## config.mk

```make
export PLATFORM = sky130hd
export DESIGN_NAME = csc_regs
export DESIGN_NICKNAME = d
export VERILOG_FILES = /design/src/csc_pkg.sv /design/src/csc_autozero.sv /design/src/csc_irq.sv /design/src/csc_regs.sv
export VERILOG_INCLUDE_DIRS = /design/src /design/src/src
export SDC_FILE = /design/constraint.sdc
export NUM_CORES = 1
export LEC_CHECK = 0
export BUFFER_PORTS_ARGS = -buffer_cell sky130_fd_sc_hd__buf_4
export CAP_MARGIN = 15
export CORE_UTILIZATION = 60
export DETAILED_ROUTE_END_ITERATION = 12
export PLACE_DENSITY = 0.8
export REMOVE_ABC_BUFFERS = 1
export SETUP_SLACK_MARGIN = 0.1
export SKIP_CTS_REPAIR_TIMING = 1
export SYNTH_ARGS = -nofsm -noshare
export SYNTH_HDL_FRONTEND = slang
export SYNTH_SLANG_ARGS = --single-unit
```

## constraint.sdc

```tcl
create_clock -name i_clk -period 4.3 [get_ports i_clk]
set_input_delay 0 -clock i_clk [delete_from_list [all_inputs] [get_ports i_clk]]
set_output_delay 0 -clock i_clk [all_outputs]
set_load 0.02 [all_outputs]
```

## src/csc_consts.svh

```systemverilog
// named offsets, field positions, reset values and counts of the colour sensor register bank
`ifndef CSC_CONSTS_SVH
`define CSC_CONSTS_SVH

`define CSC_ADDR_IDENTITY 8'h01
`define CSC_ADDR_POWER 8'h04
`define CSC_ADDR_VERSION 8'h11
`define CSC_ADDR_IRQ_PIN 8'h22
`define CSC_ADDR_SETUP_ONE 8'h70
`define CSC_ADDR_SETUP_TWO 8'h71
`define CSC_ADDR_INDICATOR 8'h84
`define CSC_ADDR_SETUP_FOUR 8'h88
`define CSC_ADDR_SETUP_FIVE 8'h9a
`define CSC_ADDR_SETUP_THREE 8'hb0
`define CSC_ADDR_GAIN_DRIVE 8'hb9
`define CSC_ADDR_AUTOZERO 8'hba
`define CSC_ADDR_SHUTTER 8'hea
`define CSC_ADDR_IRQ_CLEAR 8'hf8
`define CSC_ADDR_READY_EN 8'hf9

`define CSC_ZERO_BYTE 8'h00
`define CSC_POWER_RST 8'h02
`define CSC_SETUP_RST 8'h00
`define CSC_IRQ_PIN_ON 8'hca

`define CSC_NORMAL_BIT 1
`define CSC_CLEAR_BIT 2
`define CSC_READY_HI 2
`define CSC_READY_LO 1
`define CSC_SHUTTER_ON_BIT 2
`define CSC_IND_ON_BIT 0
`define CSC_IND_CUR_HI 3
`define CSC_IND_CUR_LO 2
`define CSC_LIMIT_HI 7
`define CSC_LIMIT_LO 6
`define CSC_GAIN_HI 1
`define CSC_GAIN_LO 0
`define CSC_AZ_DONE_BIT 7
`define CSC_AZ_RESV_HI 6
`define CSC_AZ_RESV_LO 4
`define CSC_AZ_CHAN_HI 3
`define CSC_AZ_CHAN_LO 0

`define CSC_AZ_CYCLES 16
// arbitrary identity and version values
`define CSC_IDENTITY_VALUE 8'h5a
`define CSC_VERSION_VALUE 8'h01

`endif

```

## src/csc_pkg.sv

```systemverilog
// types shared by the colour sensor register bank
package csc_pkg;
  typedef logic [7:0] csc_byte_t;
  typedef enum logic {csc_az_idle, csc_az_run} csc_az_state_t;
endpackage

```

## src/csc_autozero.sv

```systemverilog
// manual offset calibration sequencer for the sensor channels
`timescale 1ns/1ns
`include "csc_consts.svh"
module csc_autozero #(
  parameter int unsigned CYCLES = `CSC_AZ_CYCLES,
  parameter int CHANNELS = 4
) (
  input wire logic i_clk,
  input wire logic i_rst,
  input wire logic [CHANNELS-1:0] i_start,
  output logic o_busy,
  output logic o_done,
  output logic [CHANNELS-1:0] o_active
);
  localparam int CW = $clog2(CYCLES + 1);
  csc_pkg::csc_az_state_t state;
  logic [CW-1:0] count;
  wire run_end = (state == csc_pkg::csc_az_run) && (count == '0);

  // start bits still standing in the done cycle are cleared there, so they must not relaunch
  always_ff @(posedge i_clk)
  begin
    if (i_rst)
    begin
      state <= csc_pkg::csc_az_idle;
      count <= '0;
      o_active <= '0;
      o_done <= 1'b0;
    end
    else
    begin
      o_done <= run_end;
      unique case (state)
        csc_pkg::csc_az_idle:
        begin
          if (|i_start && !o_done)
          begin
            state <= csc_pkg::csc_az_run;
            o_active <= i_start;
            count <= CW'(CYCLES - 1);
          end
        end
        csc_pkg::csc_az_run:
        begin
          if (run_end)
          begin
            state <= csc_pkg::csc_az_idle;
            o_active <= '0;
          end
          else
            count <= count - 1'b1;
        end
      endcase
    end
  end

  assign o_busy = (state == csc_pkg::csc_az_run);
endmodule

```

## src/csc_irq.sv

```systemverilog
// data-ready latch and interrupt output gating
`timescale 1ns/1ns
module csc_irq (
  input wire logic i_clk,
  input wire logic i_rst,
  input wire logic i_ready_en,
  input wire logic i_pin_en,
  input wire logic i_data_ready,
  input wire logic i_clear,
  output logic o_pending,
  output logic o_irq
);
  wire set_event = i_ready_en && i_data_ready;
  wire clear_event = i_ready_en && i_clear;

  // a fresh data-ready in the clear cycle wins so no sample is missed
  always_ff @(posedge i_clk)
  begin
    if (i_rst)
      o_pending <= 1'b0;
    else if (set_event)
      o_pending <= 1'b1;
    else if (clear_event)
      o_pending <= 1'b0;
  end

  assign o_irq = o_pending && i_pin_en && i_ready_en;
endmodule

```

## src/csc_regs.sv

```systemverilog
// host-visible control register bank of the colour light sensor
// What this block does
// - power-mode bit 1 means normal, 0 low power; resets to 1
// - interrupt pin setup resets to 0x00, off; value 0xca enables the pin
// - writing the clear bit drops the interrupt, only while data-ready is enabled
// - clear bit reads 1 while data-ready reporting is enabled
// - enable field turns on data-ready signalling for polling or interrupt
// - shutter bit drives shutter LED at the chosen current limit; clear turns off
// - indicator current field picks 1, 2, 4 or 8 mA
// - indicator bit turns the indicator LED on at the chosen current
// - completion flag sets when any auto-zero pass finishes
// - writing a channel bit while no pass is busy or finishing starts auto-zero of that channel
// - channel start bits clear themselves when the completion flag sets
// - shutter limit field picks 100, 50, 25 or 12.5 mA
`timescale 1ns/1ns
`include "csc_consts.svh"
module csc_regs #(
  parameter int unsigned AZ_CYCLES = `CSC_AZ_CYCLES,
  parameter logic [7:0] IDENTITY = `CSC_IDENTITY_VALUE,
  parameter logic [7:0] VERSION = `CSC_VERSION_VALUE
) (
  input wire logic i_clk,
  input wire logic i_rst,
  input wire logic i_wr,
  input wire logic i_rd,
  input wire logic [7:0] i_addr,
  input wire logic [7:0] i_wdata,
  output logic [7:0] o_rdata,
  output logic o_rvalid,
  input wire logic i_data_ready,
  output logic o_irq,
  output logic o_normal_power,
  output logic [1:0] o_gain,
  output logic [3:0] o_shutter_ma,
  output logic [3:0] o_indicator_ma,
  output logic o_az_busy,
  output logic [3:0] o_az_active
);
  csc_pkg::csc_byte_t setup_one, setup_two, setup_three, setup_four, setup_five;
  csc_pkg::csc_byte_t power_mode_select, irq_pin_setup, ready_signal_enable;
  csc_pkg::csc_byte_t irq_clear_resv, shutter_led_control, indicator_led_control;
  csc_pkg::csc_byte_t gain_and_drive_register;
  logic [2:0] az_resv;
  logic [3:0] az_chan;
  logic az_done_flag;
  logic az_done;
  logic irq_pending;

  // address decode
  wire hit_id = (i_addr == `CSC_ADDR_IDENTITY);
  wire hit_ver = (i_addr == `CSC_ADDR_VERSION);
  wire hit_pwr = (i_addr == `CSC_ADDR_POWER);
  wire hit_pin = (i_addr == `CSC_ADDR_IRQ_PIN);
  wire hit_s1 = (i_addr == `CSC_ADDR_SETUP_ONE);
  wire hit_s2 = (i_addr == `CSC_ADDR_SETUP_TWO);
  wire hit_s3 = (i_addr == `CSC_ADDR_SETUP_THREE);
  wire hit_s4 = (i_addr == `CSC_ADDR_SETUP_FOUR);
  wire hit_s5 = (i_addr == `CSC_ADDR_SETUP_FIVE);
  wire hit_ind = (i_addr == `CSC_ADDR_INDICATOR);
  wire hit_gain = (i_addr == `CSC_ADDR_GAIN_DRIVE);
  wire hit_az = (i_addr == `CSC_ADDR_AUTOZERO);
  wire hit_shut = (i_addr == `CSC_ADDR_SHUTTER);
  wire hit_clr = (i_addr == `CSC_ADDR_IRQ_CLEAR);
  wire hit_rdy = (i_addr == `CSC_ADDR_READY_EN);

  wire wr_az = i_wr && hit_az;
  wire clear_pulse = i_wr && hit_clr && i_wdata[`CSC_CLEAR_BIT];
  wire ready_en = |ready_signal_enable[`CSC_READY_HI:`CSC_READY_LO];
  wire pin_en = (irq_pin_setup == `CSC_IRQ_PIN_ON);

  // field views
  wire shutter_on = shutter_led_control[`CSC_SHUTTER_ON_BIT];
  wire [1:0] shutter_limit = gain_and_drive_register[`CSC_LIMIT_HI:`CSC_LIMIT_LO];
  wire indicator_on = indicator_led_control[`CSC_IND_ON_BIT];
  wire [1:0] indicator_cur = indicator_led_control[`CSC_IND_CUR_HI:`CSC_IND_CUR_LO];

  // bit n of the select is 2^n mA; code 00 is 1 mA
  wire [3:0] indicator_sel = 4'h1 << indicator_cur;
  // bit 0 is 100 mA, halving upward to 12.5 mA at bit 3
  wire [3:0] shutter_sel = 4'h1 << shutter_limit;

  // clear register reads the enable state in the clear bit position
  wire [7:0] clear_view = irq_clear_resv | ({7'h00, ready_en} << `CSC_CLEAR_BIT);
  wire [7:0] az_view = {az_done_flag, az_resv, az_chan};

  // read selection; unmapped addresses read as zero
  wire [7:0] read_mux =
      ({8{hit_id}} & IDENTITY)
    | ({8{hit_ver}} & VERSION)
    | ({8{hit_pwr}} & power_mode_select)
    | ({8{hit_pin}} & irq_pin_setup)
    | ({8{hit_s1}} & setup_one)
    | ({8{hit_s2}} & setup_two)
    | ({8{hit_s3}} & setup_three)
    | ({8{hit_s4}} & setup_four)
    | ({8{hit_s5}} & setup_five)
    | ({8{hit_ind}} & indicator_led_control)
    | ({8{hit_gain}} & gain_and_drive_register)
    | ({8{hit_az}} & az_view)
    | ({8{hit_shut}} & shutter_led_control)
    | ({8{hit_clr}} & clear_view)
    | ({8{hit_rdy}} & ready_signal_enable);

  // setup words are opaque to this block; the host must load them after reset
  always_ff @(posedge i_clk)
  begin
    if (i_rst)
    begin
      setup_one <= `CSC_SETUP_RST;
      setup_two <= `CSC_SETUP_RST;
      setup_three <= `CSC_SETUP_RST;
      setup_four <= `CSC_SETUP_RST;
      setup_five <= `CSC_SETUP_RST;
    end
    else if (i_wr)
    begin
      if (hit_s1)
        setup_one <= i_wdata;
      if (hit_s2)
        setup_two <= i_wdata;
      if (hit_s3)
        setup_three <= i_wdata;
      if (hit_s4)
        setup_four <= i_wdata;
      if (hit_s5)
        setup_five <= i_wdata;
    end
  end

  // reserved bits are stored as written and rely on the host writing zeros
  always_ff @(posedge i_clk)
  begin
    if (i_rst)
    begin
      power_mode_select <= `CSC_POWER_RST;
      irq_pin_setup <= `CSC_ZERO_BYTE;
      ready_signal_enable <= `CSC_ZERO_BYTE;
      irq_clear_resv <= `CSC_ZERO_BYTE;
      shutter_led_control <= `CSC_ZERO_BYTE;
      indicator_led_control <= `CSC_ZERO_BYTE;
      gain_and_drive_register <= `CSC_ZERO_BYTE;
    end
    else if (i_wr)
    begin
      if (hit_pwr)
        power_mode_select <= i_wdata;
      if (hit_pin)
        irq_pin_setup <= i_wdata;
      if (hit_rdy)
        ready_signal_enable <= i_wdata;
      if (hit_clr)
        irq_clear_resv <= i_wdata & ~(8'h01 << `CSC_CLEAR_BIT);
      if (hit_shut)
        shutter_led_control <= i_wdata;
      if (hit_ind)
        indicator_led_control <= i_wdata;
      if (hit_gain)
        gain_and_drive_register <= i_wdata;
    end
  end

  // the finishing pass clears start bits even if a write lands in that cycle
  always_ff @(posedge i_clk)
  begin
    if (i_rst)
    begin
      az_chan <= 4'h0;
      az_resv <= 3'h0;
      az_done_flag <= 1'b0;
    end
    else
    begin
      if (az_done)
        az_chan <= 4'h0;
      else if (wr_az)
        az_chan <= i_wdata[`CSC_AZ_CHAN_HI:`CSC_AZ_CHAN_LO];
      if (wr_az)
        az_resv <= i_wdata[`CSC_AZ_RESV_HI:`CSC_AZ_RESV_LO];
      if (az_done)
        az_done_flag <= 1'b1;
      else if (wr_az)
        az_done_flag <= i_wdata[`CSC_AZ_DONE_BIT];
    end
  end

  always_ff @(posedge i_clk)
  begin
    if (i_rst)
    begin
      o_rdata <= `CSC_ZERO_BYTE;
      o_rvalid <= 1'b0;
    end
    else
    begin
      o_rvalid <= i_rd;
      if (i_rd)
        o_rdata <= read_mux;
    end
  end

  csc_autozero #(
    .CYCLES(AZ_CYCLES),
    .CHANNELS(4)
  ) u_autozero (
    .i_clk(i_clk),
    .i_rst(i_rst),
    .i_start(az_chan),
    .o_busy(o_az_busy),
    .o_done(az_done),
    .o_active(o_az_active)
  );

  csc_irq u_irq (
    .i_clk(i_clk),
    .i_rst(i_rst),
    .i_ready_en(ready_en),
    .i_pin_en(pin_en),
    .i_data_ready(i_data_ready),
    .i_clear(clear_pulse),
    .o_pending(irq_pending),
    .o_irq(o_irq)
  );

  assign o_normal_power = power_mode_select[`CSC_NORMAL_BIT];
  assign o_gain = gain_and_drive_register[`CSC_GAIN_HI:`CSC_GAIN_LO];
  assign o_shutter_ma = shutter_on ? shutter_sel : 4'h0;
  assign o_indicator_ma = indicator_on ? indicator_sel : 4'h0;
endmodule

```

# Yosys cells after proc, flatten, opt, wreduce, memory -nomap -nowiden
# Index checks and enable logic that the tools add are counted.
[word_totals]
regBits = 124
latch_bits = 0
mem_bits_rw = 0
mem_bits_ro = 0
word_cells = 118
memories = 0
[classes]
n_addsub = 1
n_mul = 0
n_div = 0
magnitude_cmp = 0
n_eq_ne = 19
shifts = 2
n_mux = 15
n_bitwise = 29
reduce_logical = 30
[ops]
columns = ["cell", "n"]
rows = [
  ["bitwise AND 8 bit", 13],
  ["OR 8 bit", 12],
  ["== test 8 bit (second input constant)", 10],
  ["AND reduction 2 bit", 14],
  ["== test 8 x 7 -> 1 bit (second input constant)", 2],
  ["2-to-1 mux 4 bit", 4],
  ["2-to-1 mux 5 bit", 2],
  ["case mux 5 bit (2 select lines)", 1],
  ["logical AND 1 bit", 9],
  ["== test 8 x 1 -> 1 bit (second input constant)", 1],
  ["== test 8 x 3 -> 1 bit (second input constant)", 1],
  ["== test 8 x 5 -> 1 bit (second input constant)", 1],
  ["== test 8 x 6 -> 1 bit (second input constant)", 1],
  ["OR 7 x 8 -> 8 bit", 1],
  ["OR 8 x 3 -> 8 bit", 1],
  ["case mux 4 bit (2 select lines)", 1],
  ["left shift 1 x 2 -> 4 bit (first input constant)", 2],
  ["OR 7 x 1 -> 7 bit", 1],
  ["2-to-1 mux 1 bit", 6],
  ["logical NOT 5 bit", 1],
  ["subtractor 5 x 1 -> 5 bit (second input constant)", 1],
  ["inequality test 2 bit (second input constant)", 2],
  ["nonzero test 2 bit", 2],
  ["OR reduction 2 bit", 2],
  ["5 further kinds", 5],
]

# Depth between registers and ports, before layout
[logic_depth]
ltp_word = 15
mapped_depth = 8
mapped_depth_nobuf = 7

# Hierarchy
# Synthesis repeated with hierarchy kept, for this count alone.
[hier_totals]
hier_cells = 659
area_unflattened_um2 = 5790.6
[by_module_without_submodules]
columns = ["module", "instances", "cells_each", "area_per_inst_um2"]
rows = [
  ["csc_regs", 1, 611, 5253.8],
  ["csc_autozero", 1, 43, 486.7],
  ["csc_irq", 1, 5, 50.0],
]

# Worst setup path before layout
# Ideal clock, no wire load.
[synth_path]
kind = "register -> register"
startpoint = "register u_autozero.count[0]"
endpoint = "register u_autozero.count[4]"
setup_ns = 0.134
arrival_ns = 1.411
required_ns = 4.166
path_slack_ns = 2.755
stages_incl_launch_ff = 9
path_buffers = 1
period_less_slack_ns = 1.545
path_cell_list = "dfxtp_1 -> inv_1 -> ha_1 -> nor4b_1 -> nor2b_1 -> clkbuf_1 -> nand3_1 -> xor2_1 -> nor3_1"
[synth_between]
elab_chain_cells = 4
elab_cells_between_ends = 7
classes_between = "add/sub: 1; eq/ne: 1; mux: 2; reduce/logical: 3"
[synth_rtl]
columns = ["item", "line", "rtl"]
rows = [
  ["from (decl)", "csc_autozero.sv:17", "logic [CW-1:0] count;"],
  ["from (signal assigned)", "csc_autozero.sv:40", "count <= CW'(CYCLES - 1);"],
  ["from (signal assigned)", "csc_autozero.sv:51", "count <= count - 1'b1;"],
  ["branches (longest 4 deep; another with subtractor 5 x 1 -> 5 bit)", "-", ""],
]
# Several ways; the timed one is not identified. The select of a mux whose other input is x is not followed.
# A chain may end at the register's enable or synchronous reset.

# Worst setup path in the final report
[layout_path]
startpoint = "register gain_and_drive_register[4]"
endpoint = "register o_rdata[4]"
[layout_between]
elab_chain_cells = 6
[layout_rtl]
columns = ["item", "line", "rtl"]
rows = [
  ["from (decl)", "csc_regs.sv:42", "csc_pkg::csc_byte_t gain_and_drive_register;"],
  ["from (signal assigned)", "csc_regs.sv:141", "gain_and_drive_register <= `CSC_ZERO_BYTE;"],
  ["from (signal assigned)", "csc_regs.sv:158", "gain_and_drive_register <= i_wdata;"],
  ["bitwise AND 8 bit", "csc_regs.sv:98", "| ({8{hit_gain}} & gain_and_drive_register)"],
  ["OR 8 bit", "csc_regs.sv:98", ""],
  ["OR 8 bit", "csc_regs.sv:99", "| ({8{hit_az}} & az_view)"],
  ["OR 8 bit", "csc_regs.sv:100", "| ({8{hit_shut}} & shutter_led_control)"],
  ["OR 8 bit", "csc_regs.sv:101", "| ({8{hit_clr}} & clear_view)"],
  ["OR 8 bit", "csc_regs.sv:102", "| ({8{hit_rdy}} & ready_signal_enable);"],
  ["to (signal assigned)", "csc_regs.sv:190", "o_rdata <= `CSC_ZERO_BYTE;"],
  ["to (signal assigned)", "csc_regs.sv:197", "o_rdata <= read_mux;"],
  ["to (decl)", "csc_regs.sv:28", "output logic [7:0] o_rdata,"],
]
# Every way passes these cells.

==> impl_results.md <==
* Status: finished, final reports clean
* Max_slew headroom at 28.5%
* Crit-path slowest cell: a2111oi_0
* Area grow syn2layout at 16.7%
* Area contributors post-synth: dfxtp_1 (43%), nand2_1 (7.3%), a21oi_1 (7.1%)
* Worst Setup End Kind: flop
* Worst r2r src: gain_and_drive_register[4]$_SDFFE_PP0P_
* Hold path startpoint: i_rst
* Final slew viol count at 0
* Initial antenna violation count at 0
* Drt total wl at 17400 um
* RSZ-0062 raised after global routing: false
* CP max FO at 2
* ANT cells at 0
* All-Layer GR Usage at 35.8%
* Ys Warns at 0
* Max stage delay on crit path at 900 ps
* Final worst path period need at 1850 ps
* Reg2Reg Depth at 4
* Largest net degree at the start of global routing at 76
* DRT iter0 DRCs at 748
* Compound-Gate Fraction of Synth Area at 17.7%
* Hold-critical path depth at 2
* Largest family of logic cells by synthesized area: simple AND/OR/NAND/NOR gates
* Worst reg2reg setup slack at 2450 ps
* Post-Synth Adder-Cell Area at 0.429%
* Top cell type's share of synthesized area at 42.6%
* CTS Buf Count at 17
* Vias/cell at 6.47
* Die H at 101 um
* LEAKAGE at 2.50 nW
* Top cell family by delay on the critical path: compound AO/OA/AOI/OAI gates
* Fmax at 541 MHz
* DR WL met3 at 1650 um
* Worst EP arrival at 2280 ps
* Synth Area in Simple Gates at 27.8%
* Layout cells sized above 1 at 13.4%
* Largest area contributor in the netlist: dfxtp_1
* First drt pass iteration count at 5
* Pwr/cell area at 420 nW/um2
* Core footprint at 9330 um2
* Avg Cell Area, Syn at 8.34 um2
* Synth Flop Type: dfxtp_1
* Final hold violation count at 0
* #FFs+latches synth at 124
* Final setup viols at 0
* Port bufs at 46
* Reg clk slew, reported paths at 60 ps
* Post-synth ARST share at 0%
* Number of routed nets with antenna violations at 0
* Critical Path Stages at 4
* Die ar. at 10100 um2
* Register area share after synthesis at 42.6%
* Cell Chain, Critical Path: nand3_1, a2111oi_0, a211oi_1, a311oi_1
* DP HPWL at 11200 um
* Hold endpoint: setup_three[6]$_SDFFE_PP0P_
* Fin util at 72.9%
* Wire per inst at 20.3 um
* Vias in the first global route at 5113
* Grt ovf at 0
* Wire length on met1 at 7020 um
* Worst Hold Class: input port to flop
* First-pass GRT wire length at 27200 um
* CTS tree: yes
* H-tree depth at 4
* Crit Path Class: flop to flop
* Die width at 101 um
* Post-Syn Instances at 699
* WP data required at 4730 ps
* Post-Synth XOR/XNOR Area at 0.451%
* Max-cap violations at 0
* Nets at 740
* Tightest Pin Transition at 1040 ps
* Max layer used: met4
* DR WL met2 at 7940 um
* FP Rows at 35
* VDD IR max at 0.000247 V
* Post-synth EDFFs at 0
* Initial Util at 62.5%
* Longest Clk Path Bufs at 2
* Clock tree sinks at 124
* CP Buf/Inv Count at 0
* # DRC at 0
* Fin crit share at 43.0%
* Mux contribution to synthesized area at 5.84%
* Worst-Skew Late Latency at 520 ps
* I/O Pins at 47
* R2R Path End: o_rdata[4]$_SDFFE_PP0P_
* CP Launch Type: flop
* Clk_skew at 8.16 ps
* GPL Wtd Cong at 1.00
* Syn Std Cell Area at 5830 um2
* Yosys cell types at 71
* DR vias at 5554
* CTS root buffer: clkbuf_8
* Setup TNS at 0 ps
## power by group
part	internal, mW	switching, mW
combinational	0.0468	0.112
sequential	1.15	0.00394
clock	0.971	0.565
## final cells by class
cell class,instances,area [um2]
repair buffers,59,468
clock buffers,18,428
well taps,129,161
clock inverters,14,205
flip-flops and latches,124,2480
fillers,715,2530
inverters,4,15.0
multi-input cells,511,3040
## registers in the layout, summed over array words and instances, names as in the netlist, 3 cells and up
name and count:
setup_two 8, shutter_led_control 8, az_resv 3, az_chan 4, u_autozero.count 5, power_mode_select 8
setup_one 8, gain_and_drive_register 8, irq_clear_resv 7, setup_four 8, setup_three 8, ready_signal_enable 8
o_rdata 8, setup_five 8, irq_pin_setup 8, indicator_led_control 8, u_autozero.o_active 4
## cell usage after synthesis (5+ instances only)
cell	count
a211oi_1	14
a21oi_1	83
a221oi_1	5
a22o_1	8
a22oi_1	13
and2_1	5
and3_1	8
buf_2	16
buf_4	6
clkbuf_1	35
dfxtp_1	124
mux2i_1	34
nand2_1	113
nand2b_1	5
nand3_1	68
nor2_1	49
nor3_1	12
nor3b_1	5
o21ai_0	5
## how the worst max path moves through the flow
| stage | startpoint | to | slack [ps] |
|---|---|---|---|
| floorplan | i_addr[3] | o_rdata[3]$_SDFFE_PP0P_ | 2550 |
| global placement | i_addr[2] | o_rdata[0]$_SDFFE_PP0P_ | 2200 |
| detailed placement | i_addr[2] | o_rdata[0]$_SDFFE_PP0P_ | 2100 |
| CTS | u_autozero.count[0]$_SDFFE_PP0P_ | u_autozero.count[4]$_SDFFE_PP0P_ | 2490 |
| global route | u_autozero.count[0]$_SDFFE_PP0P_ | u_autozero.count[2]$_SDFFE_PP0P_ | 2310 |
| finish | gain_and_drive_register[4]$_SDFFE_PP0P_ | o_rdata[4]$_SDFFE_PP0P_ | 2450 |
## routing by layer
metal / vias to the layer above / GRT usage, %
li1: 2551 / -
met1: 2586 / 45.8
met2: 338 / 56.6
met3: 79 / 8.88
met4: 0 / 17.2
met5: - / 0
## cells by family after synthesis
logic type | after synthesis
and+or+nand+nor | 312
xor gates and xnor gates | 3
adders and majority gates | 2
DFF | 124
muxes | 34
AOI/OAI and AO/OA | 160
buffers and inverters | 64
## cells in the final DEF, fill, tap and decap left out, types with 8 or more instances in the layout
cell type | synthesis | layout
dfxtp_1 | 124 | 124
nand2_1 | 113 | 113
a21oi_1 | 83 | 83
nand3_1 | 68 | 68
nor2_1 | 49 | 49
buf_4 | 6 | 49
mux2i_1 | 34 | 34
clkbuf_16 | 0 | 16
a211oi_1 | 14 | 14
a22oi_1 | 13 | 13
nor3_1 | 12 | 12
dlygate4sd3_1 | 0 | 10
and3_1 | 8 | 8
a22o_1 | 8 | 8
## metrics by stage
stage                     instances  area, um2  hold WS (ps)  power, mW  setup WS [ps]
after global routing            859       6800          33.9       2.92           2310
after CTS                       849       6700          -246       2.85           2490
after global placement          817       6070           287       1.33           2200
after floorplan                 639       5540          66.7       1.23           2550
after detailed placement        817       6070           297       1.33           2100
final                           859       6800          18.1       2.85           2450
Power figures use the tool's default switching activity.
